$ cat src/pkg/dcd_consts.svh
// constants of the class-zero command decoder: opcodes, codes, bit places
// assumes inclusion by the decoder, the engine model and the bench; no logic here
//
// Summary of operation
// - control bit 6 set: pass data uncorrected
// - control bit 6 clear: correct correctable data
// - read data reaches host even on errors
// - test ready: ready and no seek, else error
// - recalibrate to track zero, clear drive errors
// - syndrome: offset high, low, zero, mask
// - offset from bit zero; syndrome valid once
// - sense: byte, unit with address, mid, low
// - sense bit 7 only for error address
// - sense bits 5..4 carry error class
// - drive class error code values
// - media change blocks first media command
// - controller class error code values
// - command class codes; ram failure miscellaneous
// - format drive: all blocks, interleave, fill E5
// - check track: ids and interleave only
// - format bad track: bad flag, fill E5
// - read and write block count from byte 4
// - seek; overlapped drives complete before seek ends
// - assign alternate track, redirect later accesses
// - direct alternate track access gives code E
// - retry up to eight times unless disabled
// - byte 0 is class and opcode; class zero
// - status byte: unit, error bit, parity bit
`ifndef DCD_CONSTS_SVH
`define DCD_CONSTS_SVH
`define DCD_OP_TEST 5'h00
`define DCD_OP_RECAL 5'h01
`define DCD_OP_SYN 5'h02
`define DCD_OP_SENSE 5'h03
`define DCD_OP_FMT_DRV 5'h04
`define DCD_OP_CHK_TRK 5'h05
`define DCD_OP_FMT_TRK 5'h06
`define DCD_OP_FMT_BAD 5'h07
`define DCD_OP_READ 5'h08
`define DCD_OP_WRITE 5'h0A
`define DCD_OP_SEEK 5'h0B
`define DCD_OP_ALT 5'h0E
`define DCD_CLS_DRIVE 2'h0
`define DCD_CLS_CTRL 2'h1
`define DCD_CLS_CMD 2'h2
`define DCD_CLS_MISC 2'h3
`define DCD_DRV_NOT_READY 4'h4
`define DCD_DRV_MEDIA 4'h9
`define DCD_DRV_SEEKING 4'hD
`define DCD_CTL_UNCORR 4'h1
`define DCD_CTL_NO_REC 4'h4
`define DCD_CTL_SEEK_ERR 4'h5
`define DCD_CTL_CORR 4'h8
`define DCD_CTL_ALT_DIRECT 4'hE
`define DCD_CMD_INVALID 4'h0
`define DCD_FILL 8'hE5
`define DCD_CB_LAST 3'h5
`define DCD_RPL_LAST 2'h3
`define DCD_CB_NORETRY 7
`define DCD_CB_NOCORR 6
`endif

$ cat src/pkg/dcd_pkg.sv
// types shared by the class-zero command decoder and its bench
// assumes a byte-wide host bus and a separate media engine on one clock
package dcd_pkg;
    typedef enum logic [2:0] {
        S_CMD = 3'h0,
        S_EXEC = 3'h1,
        S_WAIT = 3'h3,
        S_STAT = 3'h2,
        S_DOUT = 3'h6,
        S_DIN = 3'h7
    } dcd_state_t;
    typedef struct packed {
        logic [7:0] data;
        logic cd;
        logic par;
    } dcd_hbyte_t;
    typedef struct packed {
        logic [7:0] data;
        logic cd;
    } dcd_obyte_t;
    typedef struct packed {
        logic [1:0] cls;
        logic [3:0] code;
    } dcd_err_t;
    typedef struct packed {
        logic [4:0] op;
        logic [2:0] unit;
        logic [20:0] addr;
        logic [8:0] count;
        logic [7:0] ilv;
        logic [20:0] alt_addr;
        logic no_correct;
        logic [7:0] fill;
    } dcd_eng_cmd_t;
    typedef struct packed {
        logic err;
        dcd_err_t code;
        logic addr_ok;
        logic [20:0] addr;
    } dcd_eng_rsp_t;
    typedef struct packed {
        logic [15:0] offset;
        logic [3:0] mask;
    } dcd_syn_t;
endpackage

$ cat src/rtl/dcd_decoder.sv
// class-zero command decoder: takes command blocks, runs them, answers
// assumes a media engine on sys_clk and drive status pins from outside
`timescale 1ns/1ps
`include "dcd_consts.svh"
module dcd_decoder #(
    parameter int UNITS = 8,
    parameter int RETRY_MAX = 8
) (
    input wire logic sys_clk,
    input wire logic rst_b,
    input wire logic clk_en,
    input wire dcd_pkg::dcd_hbyte_t in_byte,
    input wire logic in_valid,
    output logic in_ready,
    output dcd_pkg::dcd_obyte_t out_byte,
    output logic out_valid,
    input wire logic out_ready,
    input wire logic [UNITS-1:0] drv_ready_pin,
    input wire logic [UNITS-1:0] drv_seek_pin,
    input wire logic [UNITS-1:0] media_chg_pin,
    output logic [UNITS-1:0] media_chg_ack,
    input wire logic overlap_seek,
    output logic eng_start,
    output dcd_pkg::dcd_eng_cmd_t eng_cmd,
    input wire logic eng_done,
    input wire dcd_pkg::dcd_eng_rsp_t eng_rsp,
    input wire logic eng_syn_load,
    input wire dcd_pkg::dcd_syn_t eng_syn,
    input wire logic [7:0] eng_rd_data,
    input wire logic eng_rd_valid,
    output logic eng_rd_ready,
    output logic [7:0] eng_wr_data,
    output logic eng_wr_valid,
    input wire logic eng_wr_ready
);
    // unit numbers are three bits wide; the retry counter is four
    if (UNITS < 1 || UNITS > 8) begin : g_units_chk
        $error("UNITS must lie in 1..8");
    end
    if (RETRY_MAX < 0 || RETRY_MAX > 15) begin : g_retry_chk
        $error("RETRY_MAX must lie in 0..15");
    end

    dcd_pkg::dcd_state_t state;
    logic [7:0] cb [6];
    logic [2:0] cb_idx;
    logic [1:0] din_idx, rpl_idx;
    logic [7:0] alt [3];
    logic [7:0] rpl [4];
    logic [3:0] retries;
    logic par_err, err_flag;
    logic [7:0] sense [UNITS];
    logic [20:0] sense_addr [UNITS];
    dcd_pkg::dcd_syn_t syn;
    logic syn_ok;
    logic [UNITS-1:0] rdy_s1, rdy_s2, skb_s1, skb_s2, chg_s1, chg_s2;
    dcd_pkg::dcd_obyte_t tl, next_hd, next_tl, push_byte;
    logic tl_vld, next_hd_vld, next_tl_vld, push, pop;
    logic log_err, log_aok, retry_now, in_fire;
    dcd_pkg::dcd_err_t log_code;
    logic [20:0] log_addr;

    wire [2:0] cmd_cls = cb[0][7:5];
    wire [4:0] op = cb[0][4:0];
    wire [2:0] unit = cb[1][7:5];
    wire [20:0] addr = {cb[1][4:0], cb[2], cb[3]};
    wire op_wr = (op == `DCD_OP_WRITE);
    wire [7:0] status_byte = {unit, 3'h0, err_flag, par_err};

    // odd parity over data and parity bit
    function automatic logic par_bad(input dcd_pkg::dcd_hbyte_t b);
        return ~^{b.data, b.par};
    endfunction

    // commands that touch the media, blocked after a media change
    function automatic logic is_media_op(input logic [4:0] o);
        return o == `DCD_OP_FMT_DRV || o == `DCD_OP_CHK_TRK ||
               o == `DCD_OP_FMT_TRK || o == `DCD_OP_FMT_BAD ||
               o == `DCD_OP_READ || o == `DCD_OP_WRITE || o == `DCD_OP_ALT;
    endfunction

    function automatic logic op_known(input logic [4:0] o);
        return o <= `DCD_OP_FMT_BAD || is_media_op(o) ||
               o == `DCD_OP_SEEK;
    endfunction

    // errors that a reread or recalibrate and reread may clear
    function automatic logic retryable(input dcd_pkg::dcd_err_t e);
        return e.cls == `DCD_CLS_CTRL &&
               (e.code == `DCD_CTL_UNCORR || e.code == `DCD_CTL_NO_REC ||
                e.code == `DCD_CTL_SEEK_ERR || e.code == `DCD_CTL_CORR);
    endfunction

    // engine order built from the command block
    function automatic dcd_pkg::dcd_eng_cmd_t mk_cmd(input logic [20:0] a);
        dcd_pkg::dcd_eng_cmd_t c;
        c.op = op;
        c.unit = unit;
        c.addr = addr;
        c.count = (cb[4] == 8'h00) ? 9'h100 : {1'b0, cb[4]};
        c.ilv = cb[4];
        c.alt_addr = a;
        c.no_correct = cb[5][`DCD_CB_NOCORR];
        c.fill = `DCD_FILL;
        return c;
    endfunction

    assign in_fire = in_valid & in_ready;
    assign pop = out_valid & out_ready;

    // drive pins come from another domain: two flops before use
    always_ff @(posedge sys_clk) begin
        if (!rst_b) begin
            rdy_s1 <= '0;
            rdy_s2 <= '0;
            skb_s1 <= '0;
            skb_s2 <= '0;
            chg_s1 <= '0;
            chg_s2 <= '0;
        end else if (clk_en) begin
            rdy_s1 <= drv_ready_pin;
            rdy_s2 <= rdy_s1;
            skb_s1 <= drv_seek_pin;
            skb_s2 <= skb_s1;
            chg_s1 <= media_chg_pin;
            chg_s2 <= chg_s1;
        end
    end

    // error found at decode or reported by the engine
    always_comb begin
        log_err = 1'b0;
        log_code = '0;
        log_aok = 1'b0;
        log_addr = '0;
        retry_now = state == dcd_pkg::S_WAIT && eng_done && eng_rsp.err &&
            retryable(eng_rsp.code) && !cb[5][`DCD_CB_NORETRY] &&
            (op == `DCD_OP_READ || op_wr) && 32'(retries) < RETRY_MAX;
        if (state == dcd_pkg::S_EXEC && !par_err) begin
            if (cmd_cls != 3'h0 || !op_known(op)) begin
                log_err = 1'b1;
                log_code = {`DCD_CLS_CMD, `DCD_CMD_INVALID};
            end else if (op == `DCD_OP_TEST && !rdy_s2[unit]) begin
                log_err = 1'b1;
                log_code = {`DCD_CLS_DRIVE, `DCD_DRV_NOT_READY};
            end else if (op == `DCD_OP_TEST && skb_s2[unit]) begin
                log_err = 1'b1;
                log_code = {`DCD_CLS_DRIVE, `DCD_DRV_SEEKING};
            end else if (is_media_op(op) && chg_s2[unit]) begin
                log_err = 1'b1;
                log_code = {`DCD_CLS_DRIVE, `DCD_DRV_MEDIA};
            end
        end else if (state == dcd_pkg::S_WAIT && eng_done && eng_rsp.err &&
                     !retry_now) begin
            // engine codes pass through unchanged
            log_err = 1'b1;
            log_code = eng_rsp.code;
            log_aok = eng_rsp.addr_ok;
            log_addr = eng_rsp.addr;
        end
    end

    // per-unit sense, kept until the next command other than sense or syndrome to that unit
    always_ff @(posedge sys_clk) begin
        if (!rst_b) begin
            for (int i = 0; i < UNITS; i++) begin
                sense[i] <= 8'h00;
                sense_addr[i] <= '0;
            end
        end else if (clk_en) begin
            if (log_err) begin
                sense[unit] <= {log_aok, 1'b0, log_code};
                sense_addr[unit] <= log_addr;
            end else if (state == dcd_pkg::S_EXEC && op != `DCD_OP_SENSE &&
                         op != `DCD_OP_SYN) begin
                sense[unit] <= 8'h00;
                sense_addr[unit] <= '0;
            end
        end
    end

    // syndrome holds only until some other command arrives; load wins
    always_ff @(posedge sys_clk) begin
        if (!rst_b) begin
            syn <= '0;
            syn_ok <= 1'b0;
        end else if (clk_en) begin
            if (eng_syn_load) begin
                syn <= eng_syn;
                syn_ok <= 1'b1;
            end else if (state == dcd_pkg::S_EXEC && op != `DCD_OP_SYN) begin
                syn_ok <= 1'b0;
            end
        end
    end

    // source of the next byte for the host
    always_comb begin
        push = 1'b0;
        push_byte = '0;
        if (state == dcd_pkg::S_WAIT && eng_rd_valid && eng_rd_ready) begin
            push = 1'b1;
            push_byte = {eng_rd_data, 1'b0};
        end else if (state == dcd_pkg::S_DOUT && !tl_vld) begin
            push = 1'b1;
            push_byte = {rpl[rpl_idx], 1'b0};
        end else if (state == dcd_pkg::S_STAT && !tl_vld) begin
            push = 1'b1;
            push_byte = {status_byte, 1'b1};
        end
    end

    // two-entry buffer: head drives the port, tail absorbs one stall
    always_comb begin
        next_hd = out_byte;
        next_hd_vld = out_valid;
        next_tl = tl;
        next_tl_vld = tl_vld;
        if (pop) begin
            next_hd = tl;
            next_hd_vld = tl_vld;
            next_tl_vld = 1'b0;
        end
        if (push) begin
            if (!next_hd_vld) begin
                next_hd = push_byte;
                next_hd_vld = 1'b1;
            end else begin
                next_tl = push_byte;
                next_tl_vld = 1'b1;
            end
        end
    end

    always_ff @(posedge sys_clk) begin
        if (!rst_b) begin
            out_byte <= '0;
            out_valid <= 1'b0;
            tl <= '0;
            tl_vld <= 1'b0;
            eng_rd_ready <= 1'b0;
        end else if (clk_en) begin
            out_byte <= next_hd;
            out_valid <= next_hd_vld;
            tl <= next_tl;
            tl_vld <= next_tl_vld;
            eng_rd_ready <= !next_tl_vld; // host stall reaches the engine
        end
    end

    // command sequencer
    always_ff @(posedge sys_clk) begin
        if (!rst_b) begin
            state <= dcd_pkg::S_CMD;
            for (int i = 0; i < 6; i++) cb[i] <= 8'h00;
            for (int i = 0; i < 3; i++) alt[i] <= 8'h00;
            for (int i = 0; i < 4; i++) rpl[i] <= 8'h00;
            cb_idx <= 3'h0;
            din_idx <= 2'h0;
            rpl_idx <= 2'h0;
            retries <= 4'h0;
            par_err <= 1'b0;
            err_flag <= 1'b0;
            in_ready <= 1'b0;
            eng_start <= 1'b0;
            eng_cmd <= '0;
            eng_wr_data <= 8'h00;
            eng_wr_valid <= 1'b0;
            media_chg_ack <= '0;
        end else if (clk_en) begin
            eng_start <= 1'b0;
            media_chg_ack <= '0;
            if (eng_wr_valid && eng_wr_ready) eng_wr_valid <= 1'b0;
            case (state)
                dcd_pkg::S_CMD: begin
                    in_ready <= 1'b1;
                    if (in_fire) begin
                        cb[cb_idx] <= in_byte.data;
                        par_err <= par_err | par_bad(in_byte);
                        if (cb_idx == `DCD_CB_LAST) begin
                            cb_idx <= 3'h0;
                            in_ready <= 1'b0;
                            state <= dcd_pkg::S_EXEC;
                        end else begin
                            cb_idx <= cb_idx + 3'h1;
                        end
                    end
                end
                dcd_pkg::S_EXEC: begin
                    retries <= 4'h0;
                    if (par_err || log_err) begin
                        err_flag <= log_err;
                        if (is_media_op(op) && chg_s2[unit])
                            media_chg_ack[unit] <= 1'b1;
                        state <= dcd_pkg::S_STAT;
                    end else begin
                        case (op)
                            `DCD_OP_TEST: state <= dcd_pkg::S_STAT;
                            `DCD_OP_SYN: begin
                                rpl[0] <= syn_ok ? syn.offset[15:8] : 8'h00;
                                rpl[1] <= syn_ok ? syn.offset[7:0] : 8'h00;
                                rpl[2] <= 8'h00;
                                rpl[3] <= {4'h0, syn_ok ? syn.mask : 4'h0};
                                state <= dcd_pkg::S_DOUT;
                            end
                            `DCD_OP_SENSE: begin
                                rpl[0] <= sense[unit];
                                rpl[1] <= {unit, sense_addr[unit][20:16]};
                                rpl[2] <= sense_addr[unit][15:8];
                                rpl[3] <= sense_addr[unit][7:0];
                                state <= dcd_pkg::S_DOUT;
                            end
                            `DCD_OP_ALT: begin
                                din_idx <= 2'h0;
                                in_ready <= 1'b1;
                                state <= dcd_pkg::S_DIN;
                            end
                            default: begin
                                // recal, format, check track, read, write and seek go to the engine
                                eng_start <= 1'b1;
                                eng_cmd <= mk_cmd(21'h0);
                                in_ready <= op_wr;
                                if (op == `DCD_OP_SEEK && overlap_seek)
                                    state <= dcd_pkg::S_STAT;
                                else
                                    state <= dcd_pkg::S_WAIT;
                            end
                        endcase
                    end
                end
                dcd_pkg::S_DIN: begin
                    if (in_fire) begin
                        par_err <= par_err | par_bad(in_byte);
                        if (din_idx != `DCD_RPL_LAST) begin
                            alt[din_idx] <= in_byte.data;
                            din_idx <= din_idx + 2'h1;
                        end else begin
                            // spare byte ends the address; start
                            in_ready <= 1'b0;
                            eng_start <= 1'b1;
                            eng_cmd <= mk_cmd({alt[0][4:0], alt[1], alt[2]});
                            state <= dcd_pkg::S_WAIT;
                        end
                    end
                end
                dcd_pkg::S_WAIT: begin
                    // one byte held toward the engine; ready lags a cycle
                    if (in_fire) begin
                        eng_wr_data <= in_byte.data;
                        eng_wr_valid <= 1'b1;
                        par_err <= par_err | par_bad(in_byte);
                    end
                    in_ready <= op_wr && !in_fire &&
                        !(eng_wr_valid && !eng_wr_ready);
                    if (eng_done) begin
                        if (retry_now) begin
                            retries <= retries + 4'h1;
                            eng_start <= 1'b1;
                        end else begin
                            err_flag <= eng_rsp.err;
                            in_ready <= 1'b0;
                            state <= dcd_pkg::S_STAT;
                        end
                    end
                end
                dcd_pkg::S_DOUT: begin
                    if (!tl_vld) begin
                        if (rpl_idx == `DCD_RPL_LAST) begin
                            rpl_idx <= 2'h0;
                            state <= dcd_pkg::S_STAT;
                        end else begin
                            rpl_idx <= rpl_idx + 2'h1;
                        end
                    end
                end
                dcd_pkg::S_STAT: begin
                    if (!tl_vld) begin
                        par_err <= 1'b0;
                        err_flag <= 1'b0;
                        in_ready <= 1'b1;
                        state <= dcd_pkg::S_CMD;
                    end
                end
                default: state <= dcd_pkg::S_CMD;
            endcase
        end
    end
endmodule

$ cat config.mk
export PLATFORM = sky130hd
export DESIGN_NAME = dcd_decoder
export DESIGN_NICKNAME = d
export VERILOG_FILES = /design/src/pkg/dcd_pkg.sv /design/src/rtl/dcd_decoder.sv
export VERILOG_INCLUDE_DIRS = /design/src /design/src/pkg
export SDC_FILE = /design/constraint.sdc
export NUM_CORES = 1
export LEC_CHECK = 0
export ABC_CLOCK_PERIOD_IN_PS = 4900
export BUFFER_PORTS_ARGS = -buffer_cell sky130_fd_sc_hd__clkbuf_2
export CAP_MARGIN = 20
export CORE_MARGIN = 2
export CORE_UTILIZATION = 59
export CTS_CLUSTER_DIAMETER = 30
export CTS_CLUSTER_SIZE = 24
export DETAILED_ROUTE_END_ITERATION = 10
export PLACE_DENSITY = 0.79
export SLEW_MARGIN = 20
export SYNTH_ARGS = -nofsm -noshare
export SYNTH_HDL_FRONTEND = slang
export SYNTH_SLANG_ARGS = --single-unit
$ cat constraint.sdc
create_clock -name sys_clk -period 4.9 [get_ports sys_clk]
set_input_delay 0.49 -clock sys_clk [delete_from_list [all_inputs] [get_ports sys_clk]]
set_output_delay 0.49 -clock sys_clk [all_outputs]
set_load 0.02 [all_outputs]
## Word-level counts from Yosys, hierarchy flattened

Memories as Yosys holds them, arrays and structs flattened. A register that Yosys moved wholly into a read port is not among the register bits.
Index checks and enable logic that the tools add are counted.

- Bits of input ports: 101
- Word-level logic and storage cells: 345
- Memory bits (writable): 328
- Memories kept: 5
- Output and inout bits: 106
- Flip-flop bits (word level): 201

Memories:

| memory | depth | bits a word | read ports | clocked after memory_dff | wr ports | RTL line | source |
|---|---|---|---|---|---|---|---|
| sense_addr | 8 | 21 | 1 | 0 | 8 | dcd_decoder.sv:53 | `logic [20:0] sense_addr [UNITS];` |
| sense | 8 | 7 | 1 | 0 | 8 | dcd_decoder.sv:52 | `logic [7:0] sense [UNITS];` |
| cb | 6 | 8 | 6 | 0 | 6 | dcd_decoder.sv:45 | `logic [7:0] cb [6];` |
| rpl | 4 | 8 | 1 | 1 | 4 | dcd_decoder.sv:49 | `logic [7:0] rpl [4];` |
| alt | 3 | 8 | 3 | 0 | 3 | dcd_decoder.sv:48 | `logic [7:0] alt [3];` |

- Reductions and logical operators: 81
- Add/sub/neg operators: 4
- Equality and inequality tests: 42
- Mux-type cells: 159
- Bitwise logic cells: 14
- $lt $le $gt $ge: 4

Operators with widths:

| operator | number |
|---|---|
| 2-to-1 mux 76 bit | 4 |
| one-hot mux 76 bit (2 select lines) | 1 |
| 2-to-1 mux 8 bit | 15 |
| 2-to-1 mux 21 bit | 4 |
| 2-to-1 mux 1 bit | 82 |
| 2-to-1 mux 9 bit | 7 |
| 2-to-1 mux 3 bit | 14 |
| inequality test 2 bit (second input constant) | 14 |
| logical AND 1 bit | 25 |
| 2-to-1 mux 4 bit | 6 |
| OR reduction 21 bit | 1 |
| equality test 5 x 3 -> 1 bit (second input constant) | 4 |
| equality test 5 x 4 -> 1 bit (second input constant) | 4 |
| 2-to-1 mux 6 bit | 3 |
| one-hot mux 3 bit (6 select lines) | 1 |
| AND reduction 6 bit | 3 |
| 2-to-1 mux 2 bit | 8 |
| OR reduction 8 bit | 2 |
| logical OR 1 bit | 14 |
| 2-to-1 mux 7 bit | 2 |
| AND reduction 3 bit | 4 |
| bitwise OR 1 bit | 11 |
| equality test 5 x 2 -> 1 bit (second input constant) | 2 |
| logical NOT 1 bit | 10 |
| 42 further kinds | 63 |

## Longest topological paths before layout

Gate-level depths: netlist of run 1.
An unclocked memory read counts as a cell.

- Depth after elaboration: 22
- Mapped depth: 12

## Worst setup path before layout of run 1

Ideal clock, no wire load.

- Path type: register to register
- Start: memory cb[0][3]
- End: memory sense[1][0] (netlist name), enable pin
- Required time: 4.444 ns
- Setup slack: 0.551 ns
- Stages on the path, launching flop included: 9
- Arrival: 3.893 ns
- Cells stage by stage: edfxtp_1 > clkbuf_1 > nor2_1 > nand3_1 > or4_1 > nand2_1 > or3b_2 > a31oi_1 > o31ai_1

RTL lines:

| element | RTL line |
|---|---|
| from (decl) | dcd_decoder.sv:45 |
| to (decl) | dcd_decoder.sv:52 |

==> flow_metrics.py, run 1 <==
metrics = {
    "route": {
        "viasPerCell": 6.25,
        "vias": 17000,
        "wl_per_cell_um": 22.4,
        "drc": 0,
        "ant_nets": 0,
        "initialDrtViolationCount": 1996,
        "firstDrtPassIters": 6,
        "routed_wl_um": 61200,
    },
    "timing": {
        "slew-limit-headroom": 0.212,
        "final-setup-viol-count": 0,
        "fmax_mhz": 241,
        "finalClockSkew_ns": 0.0383,
        "rsz0062_at_grt": "no",
        "setup_ws_ns": 0.757,
        "tns_ns": 0,
        "slew_viol_final": 0,
        "period_minus_slack_ns": 4.14,
        "hold_viol": 0,
        "worst_pin_slew_ns": 1.18,
        "period_share": 0.846,
    },
    "placed_design": {
        "pre_cts_slack_ns": 1.04,
        "portBuffers": 202,
        "dp_cells": 2546,
        "gp_congestion": 0.913,
        "dp_hpwl_um": 38100,
    },
    "clock_tree": {
        "post-cts-setup-buffers": 0,
        "post_cts_resized": 0,
        "tritoncts": "yes",
        "cts_root_buffer": "clkbuf_16",
        "cts_buffer_depth": 3,
        "cts-hold-fix-buffers": 0,
        "cts_buffers": 94,
        "clkTransAtPathRegs_ns": 0.05,
        "clk-insertion-delay-late_ns": 0.63,
        "clock_sink_count": 515,
        "cts_max_level": 3,
    },
    "synth": {
        "synthTopCellsByCount": "310 x edfxtp_1, 293 x nor2_1, 236 x nand2_1, 205 x dfxtp_1, 134 x mux2i_1",
        "synthCells": 1978,
        "synth-main-ff-cell": "edfxtp_1",
        "ys_ff_latch": 515,
        "synth-async-reset-ratio": 0,
        "netlist_area_mm2": 0.0222,
        "ys_types": 77,
        "synth_most_common_cell": "edfxtp_1",
        "synth_edf_count": 310,
        "ys_seq_area_frac": 0.605,
        "avgSynthCellArea_um2": 11.2,
        "yosys-top-cells-area": "edfxtp_1 42%, dfxtp_1 19%, mux2i_1 6.0%",
        "synth_top_area_cell": "edfxtp_1",
        "yosysTopAreaCellShare": 0.420,
        "yosysWarnings": 0,
    },
    "layout": {
        "finalCoreUtilization": 0.720,
        "syn_to_final_growth_pct": 21.1,
        "final_layout_size_suffix_gt1_frac": 0.207,
        "nets": 2276,
        "final_cells": 2725,
    },
    "setup_path": {
        "timing.rr.start": "cb[1][5]",
        "end_kind": "register",
        "crit_fanout": 16,
        "cp-startpoint": "cb[1][5]",
        "arrival_ns": 4.42,
        "crit_type": "reg -> reg",
        "cp-start-kind": "register",
        "critical_path_required_ns": 5.18,
    },
    "global_routing": {
        "grt_first_pass_wirelength_um": 92600,
        "grt_pass1_vias": 16700,
        "gr-usage-all-layers": 0.311,
        "grt_max_degree": 85,
        "grt-ovfl-total": 0,
        "antenna_found_initial": 3,
    },
    "floorplanning": {
        "rows": 71,
        "die-area_mm2": 0.0392,
        "initial_utilization": 0.594,
        "ioPinCount": 207,
        "dieWidth_um": 198,
        "fp.dieH_um": 198,
        "placeableCoreArea_mm2": 0.0373,
    },
    "worst_hold_path": {
        "min_from": "eng_syn[18]",
        "min_path_type": "in -> reg",
    },
    "outcome": {
        "outcome": "finished, final reports clean",
    },
    "run": {
        "maxCapViolCount": 0,
    },
    "power_and_ir_drop": {
        "ir_drop_mv": 0.379,
        "cellLeakagePower_nw": 10.2,
        "power_density_mw_per_mm2": 445,
    },
}
==> state kept, by name (all words and copies together), names as in the netlist, 9 cells and up, named ones only <==
signal	cells
alt	21
sense	56
cb	42
rpl	32
out_byte	9
eng_cmd	69
syn	20
sense_addr	168
tl	9
==> critical path: stages, from the launching register on <==
cell and delay [ns]:
edfxtp_1 0.63, nor2_1 0.85, o2bb2ai_1 0.20, nand2_1 0.09
a21o_1 0.25, or3b_2 0.21, a31oi_1 0.08, buf_4 0.22
o21ai_2 0.85, buf_4 0.43
==> routing by layer <==
metal  part of all wire  GRT usage
met1               0.36      0.369
met2               0.49      0.522
met3               0.11     0.0838
met4              0.047      0.162
met5            0.00036          0
==> metrics by stage <==
stage               power, W  cell area (um2)  hold slack (ns)
global placement     0.00535            23500            0.443
floorplan            0.00517            22200            0.421
detailed placement   0.00536            23500            0.448
CTS                   0.0120            26800            0.110
finish                0.0120            26900            0.119
global route          0.0122            26900            0.107
==> logic make-up after synthesis <==
group / Yosys count / share of synthesized area
XOR/XNOR: 11 / 0.00434
AND/OR/NAND/NOR: 793 / 0.163
flip-flops: 515 / 0.605
AO/OA/AOI/OAI: 310 / 0.101
adder cells (fa/ha/maj): 7 / 0.00384
other: 1 / 0.000169
multiplexers: 170 / 0.0884
buffers and inverters: 171 / 0.0340
==> power by group <==
| group | leakage, nW | switching, W | internal [W] |
|---|---|---|---|
| sequential | 4.68 | 0.0000678 | 0.00473 |
| combinational | 3.94 | 0.000332 | 0.000168 |
| clock | 1.59 | 0.00227 | 0.00438 |
==> cells in the final DEF, fill, tap and decap left out, types with 7 or more instances in the layout <==
cell type,count
edfxtp_1,310
nor2_1,292
nand2_1,235
dfxtp_1,205
clkbuf_2,200
mux2i_1,134
clkbuf_16,95
nor2b_1,72
a21oi_1,49
o21ai_0,47
and2_1,46
buf_4,42
a32o_1,38
nand3_1,31
and3_1,30
a21boi_0,29
nor3_1,24
o22ai_1,23
mux4_2,19
inv_1,18
a221oi_1,18
mux2_2,17
a22oi_1,17
a22o_1,17
clkinv_2,14
bufinv_16,14
nand2b_1,11
clkbuf_1,11
inv_6,10
o221ai_1,9
xnor2_1,9
clkinvlp_4,9
clkinv_4,9
nand3b_1,7
nor3b_1,7
==> final timing paths <==
check | to | slack [ns] | cells after the start
max | sense_addr[3][20] | 0.76 | 9
min | syn[18] | 0.12 | 3
max reg2reg | sense_addr[3][20] | 0.76 | 9
min reg2reg | eng_cmd[51] | 0.45 | 2
==> cell type report <==
class                           instances  area, um2
Antenna cell                            3       7.51
Clock buffer                          110       2470
Clock inverter                         65        811
Fill cell                            2486      10500
Inverter                               18       67.6
Multi-Input combinational cell       1294       8110
Sequential cell                       515      13400
Tap cell                              474        593
Timing Repair Buffer                  246       1390
Note: power is estimated with default switching activity, not from simulation.
==> inputs of run 2 (changes only) <==
--- a/config.mk
+++ b/config.mk
@@ -6,7 +6,7 @@
 export SDC_FILE = /design/constraint.sdc
 export NUM_CORES = 1
 export LEC_CHECK = 0
-export ABC_CLOCK_PERIOD_IN_PS = 4900
+export ABC_CLOCK_PERIOD_IN_PS = 4000
 export BUFFER_PORTS_ARGS = -buffer_cell sky130_fd_sc_hd__clkbuf_2
 export CAP_MARGIN = 20
 export CORE_MARGIN = 2
==> constraint.sdc (replaced) <==
create_clock -name sys_clk -period 4 [get_ports sys_clk]
set_input_delay 0.4 -clock sys_clk [delete_from_list [all_inputs] [get_ports sys_clk]]
set_output_delay 0.4 -clock sys_clk [all_outputs]
set_load 0.02 [all_outputs]
==> run 2 against run 1 <==
Flip-flop and latch count unchanged. Clock power increased by 18%. Fmax increased by 15%. Largest power group unchanged.
==> flow_metrics.py, run 2 (synthesis gave the netlist of run 1 again) <==
metrics = {
    "floorplanning": {
        "fp.dieH_um": 198,
        "ioPinCount": 207,
        "rows": 71,
        "die-area_mm2": 0.0392,
        "placeableCoreArea_mm2": 0.0373,
        "dieWidth_um": 198,
        "initial_utilization": 0.594,
    },
    "route": {
        "vias": 16800,
        "firstDrtPassIters": 7,
        "ant_nets": 0,
        "initialDrtViolationCount": 1484,
        "viasPerCell": 6.13,
        "wl_per_cell_um": 22.2,
        "drc": 0,
        "routed_wl_um": 60800,
    },
    "placed_design": {
        "pre_cts_slack_ns": 0.463,
        "gp_congestion": 0.930,
        "dp_hpwl_um": 38200,
        "portBuffers": 202,
    },
    "clock_tree": {
        "clk-insertion-delay-late_ns": 0.62,
        "cts_buffers": 92,
        "post-cts-setup-buffers": 0,
        "tritoncts": "yes",
        "clkTransAtPathRegs_ns": 0.05,
        "cts_root_buffer": "clkbuf_16",
        "cts_buffer_depth": 3,
        "cts_max_level": 3,
        "clock_sink_count": 515,
    },
    "global_routing": {
        "antenna_found_initial": 2,
        "grt_pass1_vias": 16700,
        "grt_first_pass_wirelength_um": 92700,
        "grt-ovfl-total": 0,
        "gr-usage-all-layers": 0.312,
        "grt_max_degree": 171,
    },
    "timing": {
        "slew_viol_final": 0,
        "period_minus_slack_ns": 3.60,
        "setup_ws_ns": 0.397,
        "period_share": 0.901,
        "worst_pin_slew_ns": 1.06,
        "fmax_mhz": 278,
        "slew-limit-headroom": 0.291,
        "hold_viol": 0,
        "finalClockSkew_ns": 0.0220,
        "rsz0062_at_grt": "no",
        "tns_ns": 0,
        "hold_ws_ns": 0.0223,
        "final-setup-viol-count": 0,
    },
    "layout": {
        "nets": 2290,
        "final_layout_size_suffix_gt1_frac": 0.214,
        "finalCoreUtilization": 0.722,
        "final_cell_mix": "310 x edfxtp_1, 293 x nor2_1, 233 x nand2_1",
        "top_register": "sense_addr",
        "final_common_cell": "edfxtp_1",
        "reg.largest.list": "sense_addr (168), eng_cmd (69), sense (56)",
        "syn_to_final_growth_pct": 21.5,
        "fillCellCount": 2521,
        "largest_reg_flops": 168,
    },
    "power_and_ir_drop": {
        "ir_drop_mv": 0.442,
        "p_sw_frac": 0.227,
        "seqPwrFrac": 0.409,
        "p_int_w": 0.0111,
        "power_density_mw_per_mm2": 534,
        "cellLeakagePower_nw": 10.3,
        "p_switching_w": 0.00326,
        "pwr-share-comb": 0.043,
        "power.share.clock": 0.548,
    },
    "setup_path": {
        "crit_family": "simple AND/OR/NAND/NOR gates",
        "crit_fanout": 18,
        "end_kind": "register",
        "crit_chain": "nand3b_1, a21oi_1, or4_1, nand2_1, or3b_2, a31oi_1, buf_4, o21ai_2, buf_12",
        "slowest_stage": "o21ai_2",
        "crit_buf_inv": 2,
        "critical_path_required_ns": 4.32,
        "arrival_ns": 3.92,
        "cp-start-kind": "register",
        "max_stage_delay_ns": 0.83,
        "crit_type": "reg -> reg",
    },
    "run": {
        "maxCapViolCount": 0,
    },
    "outcome": {
        "outcome": "finished, final reports clean",
    },
    "worst_hold_path": {
        "min_path_type": "in -> reg",
    },
}
[run 2: cell types whose count changed in the layout (fill, tap and decap cells not counted), moves of 3 or more]
cell           previous run  this run
buf_4                    42        52
bufinv_16                14         7
buf_12                    1         6
inv_6                    10        15
clkinv_1                  4         0
clkinvlp_4                9        13
clkbuf_16                95        98
clkbuf_8                  4         7
clkinv_2                 14        11
dlygate4sd3_1             0         3
[run 2: tightest hold or removal path, delay by kind of cell]
| family | cells | cell delay [ns] |
|---|---|---|
| buffers and inverters | 1 | 0.08 |
| AOI/OAI and AO/OA | 1 | 0.07 |
| and+or+nand+nor | 1 | 0.04 |
[run 2: repair_timing]
item / in CTS / in global routing
hold buffers: 3 / 0
hold endpoints to repair: 3 / 0
gates resized for setup: 0 / 0
[run 2: layout make-up]
type / instances / area (um2) / area share
Multi-Input combinational cell: 1294 / 8110 / 0.301
Timing Repair Buffer: 262 / 1550 / 0.0576
Antenna cell: 1 / 2.50 / 0.0000929
Clock inverter: 60 / 619 / 0.0230
Clock buffer: 114 / 2580 / 0.0958
Sequential cell: 515 / 13400 / 0.498
Inverter: 18 / 67.6 / 0.00251
Tap cell: 474 / 593 / 0.0220
[run 2: layer usage]
layer,vias up,routed length (um),GRT usage
met4,2,2830,0.171
li1,7564,-,-
met3,208,5650,0.0690
met5,-,15,0
met2,949,29800,0.524
met1,8074,22500,0.376
[run 2: through the flow]
step                      cells  power, W  area, um2
after floorplan            1980   0.00633      22200
after global placement     2560   0.00656      23700
after detailed placement   2560   0.00658      23700
after CTS                  2737    0.0144      26900
after global routing       2738    0.0147      26900
final                      2738    0.0144      26900
[run 2: path summary, 6_finish.rpt]
kind	startpoint	to	slack (ns)	cells after the start
hold / removal	eng_syn[11]	syn[11]	0.02	3
setup reg to reg	cb[1][6]	sense_addr[2][11]	0.40	9
hold reg to reg	eng_cmd[58]	eng_cmd[58]	0.46	2
setup / recovery	cb[1][6]	sense_addr[2][11]	0.40	9
[run 2: power by group through the flow]
| stage | combinational, W | clock (W) | sequential (W) |
|---|---|---|---|
| after floorplan | 0.000383 | 0 | 0.00595 |
| after global placement | 0.000594 | 0 | 0.00597 |
| after detailed placement | 0.000606 | 0 | 0.00598 |
| after CTS | 0.000616 | 0.00792 | 0.00588 |
| after global routing | 0.000669 | 0.00816 | 0.00589 |
| final | 0.000625 | 0.00787 | 0.00588 |
==> inputs of run 3 (changes only) <==
--- a/config.mk
+++ b/config.mk
@@ -10,11 +10,12 @@
 export BUFFER_PORTS_ARGS = -buffer_cell sky130_fd_sc_hd__clkbuf_2
 export CAP_MARGIN = 20
 export CORE_MARGIN = 2
-export CORE_UTILIZATION = 59
+export CORE_UTILIZATION = 60
+export CTS_BUF_LIST = sky130_fd_sc_hd__clkbuf_4
 export CTS_CLUSTER_DIAMETER = 30
 export CTS_CLUSTER_SIZE = 24
 export DETAILED_ROUTE_END_ITERATION = 10
-export PLACE_DENSITY = 0.79
+export PLACE_DENSITY = 0.8
 export SLEW_MARGIN = 20
 export SYNTH_ARGS = -nofsm -noshare
 export SYNTH_HDL_FRONTEND = slang
==> run 3 against run 2 <==
Sequential power about the same. Non-clock buffer count increased by 48. First-iteration DRC count increased by 27%. Die area decreased by 1.6%.
==> flow_metrics.py, run 3 (synthesis gave the netlist of run 1 again) <==
metrics = {
    "outcome": {
        "outcome": "finished, final reports clean",
    },
    "setup_path": {
        "crit_chain": "nand3b_1, a21oi_1, or4_1, nand2_1, or3b_2, a31oi_1, buf_12, o31ai_4, buf_4",
        "end_kind": "register",
        "crit_fanout": 17,
        "max_stage_delay_ns": 0.73,
        "crit_type": "reg -> reg",
        "arrival_ns": 4.17,
        "critical_path_required_ns": 4.46,
        "crit_buf_inv": 2,
        "cp-start-kind": "register",
        "crit_family": "simple AND/OR/NAND/NOR gates",
        "slowest_stage": "edfxtp_1",
    },
    "layout": {
        "reg.largest.list": "sense_addr (168), eng_cmd (69), sense (56)",
        "top_register": "sense_addr",
        "nets": 2338,
        "largest_reg_flops": 168,
        "stdcell_area_mm2": 0.0257,
        "final_cells": 2779,
        "syn_to_final_growth_pct": 16.1,
        "final_layout_size_suffix_gt1_frac": 0.208,
        "finalCoreUtilization": 0.705,
        "final_cell_mix": "310 x edfxtp_1, 293 x nor2_1, 236 x nand2_1",
        "final_common_cell": "edfxtp_1",
    },
    "floorplanning": {
        "initial_utilization": 0.607,
        "dieWidth_um": 196,
        "placeableCoreArea_mm2": 0.0365,
        "ioPinCount": 207,
        "die-area_mm2": 0.0385,
        "fp.dieH_um": 196,
        "rows": 70,
    },
    "timing": {
        "period_share": 0.928,
        "tns_ns": 0,
        "rsz0062_at_grt": "no",
        "slew_viol_final": 0,
        "setup_ws_ns": 0.288,
        "slew-limit-headroom": 0.224,
        "fmax_mhz": 269,
        "final-setup-viol-count": 0,
        "hold_viol": 0,
        "finalClockSkew_ns": 0.0582,
        "period_minus_slack_ns": 3.71,
        "worst_pin_slew_ns": 1.16,
    },
    "route": {
        "drc": 0,
        "wl_per_cell_um": 21.6,
        "routed_wl_um": 59900,
        "ant_nets": 0,
        "vias": 16900,
        "firstDrtPassIters": 6,
        "viasPerCell": 6.09,
        "initialDrtViolationCount": 1882,
    },
    "clock_tree": {
        "tritoncts": "yes",
        "cts_buffer_depth": 3,
        "cts_max_level": 3,
        "clkTransAtPathRegs_ns": 0.10,
        "clock_sink_count": 515,
        "cts_root_buffer": "clkbuf_4",
        "clk-insertion-delay-late_ns": 0.81,
        "cts_buffers": 92,
    },
    "global_routing": {
        "gr-usage-all-layers": 0.309,
        "antenna_found_initial": 2,
        "grt_first_pass_wirelength_um": 91300,
        "grt-ovfl-total": 0,
        "grt_max_degree": 189,
        "grt_pass1_vias": 16600,
    },
    "power_and_ir_drop": {
        "cellLeakagePower_nw": 9.76,
        "ir_drop_mv": 0.338,
        "power_density_mw_per_mm2": 428,
    },
    "placed_design": {
        "gp_congestion": 0.872,
        "pre_cts_slack_ns": 0.361,
        "placed_area_mm2": 0.0237,
        "dp_hpwl_um": 38000,
        "portBuffers": 202,
        "dp_cells": 2556,
    },
    "run": {
        "maxCapViolCount": 0,
    },
    "worst_hold_path": {
        "min_path_type": "in -> reg",
    },
}
run 3: layer usage:
| layer | GRT usage | share of wire | vias to the layer above |
|---|---|---|---|
| li1 | - | - | 7676 |
| met1 | 0.392 | 0.38 | 8082 |
| met2 | 0.519 | 0.49 | 980 |
| met3 | 0.0466 | 0.088 | 191 |
| met4 | 0.155 | 0.045 | 0 |
| met5 | 0 | 0 | - |
run 3: metrics by stage:
step / hold slack (ns) / power [W]
floorplan: 0.421 / 0.00633
global placement: 0.440 / 0.00656
detailed placement: 0.446 / 0.00658
CTS: 0.00847 / 0.0110
global route: 0.0616 / 0.0113
finish: 0.0377 / 0.0110
run 3: tightest hold or removal path, delay by kind of cell:
kind	cells	cell delay (ns)
AO/OA/AOI/OAI	1	0.07
buffers and inverters	1	0.11
multiplexers	1	0.07
AND/OR/NAND/NOR	2	0.14
run 3: final cells by class:
type / count / area, um2
antenna: 3 / 7.51
sequential: 515 / 13400
inverter: 18 / 67.6
clock buffer: 104 / 781
multi-input combinational: 1294 / 8100
fill: 2602 / 10800
timing repair buffer: 310 / 2020
tap: 468 / 586
clock inverter: 67 / 771
run 3: power by group:
group          internal (W)  switching (W)  total [W]
Sequential          0.00578      0.0000758    0.00586
Combinational      0.000246       0.000412   0.000658
Clock               0.00233        0.00217    0.00449
Total               0.00835        0.00265     0.0110
run 3: path summary, 6_finish.rpt:
kind               start                to  slack [ns]  cells past startpoint
max             cb[1][5]  sense_addr[5][8]        0.29                      9
min          eng_rsp[28]          err_flag        0.04                      5
max reg2reg     cb[1][5]  sense_addr[5][8]        0.29                      9
min reg2reg  eng_cmd[58]       eng_cmd[58]        0.47                      2
run 3: repair_timing:
item | in CTS | in global routing
hold endpoints to repair | 50 | 0
buffers inserted | 0 | 0
gates resized for setup | 0 | 0
hold buffers | 49 | 0
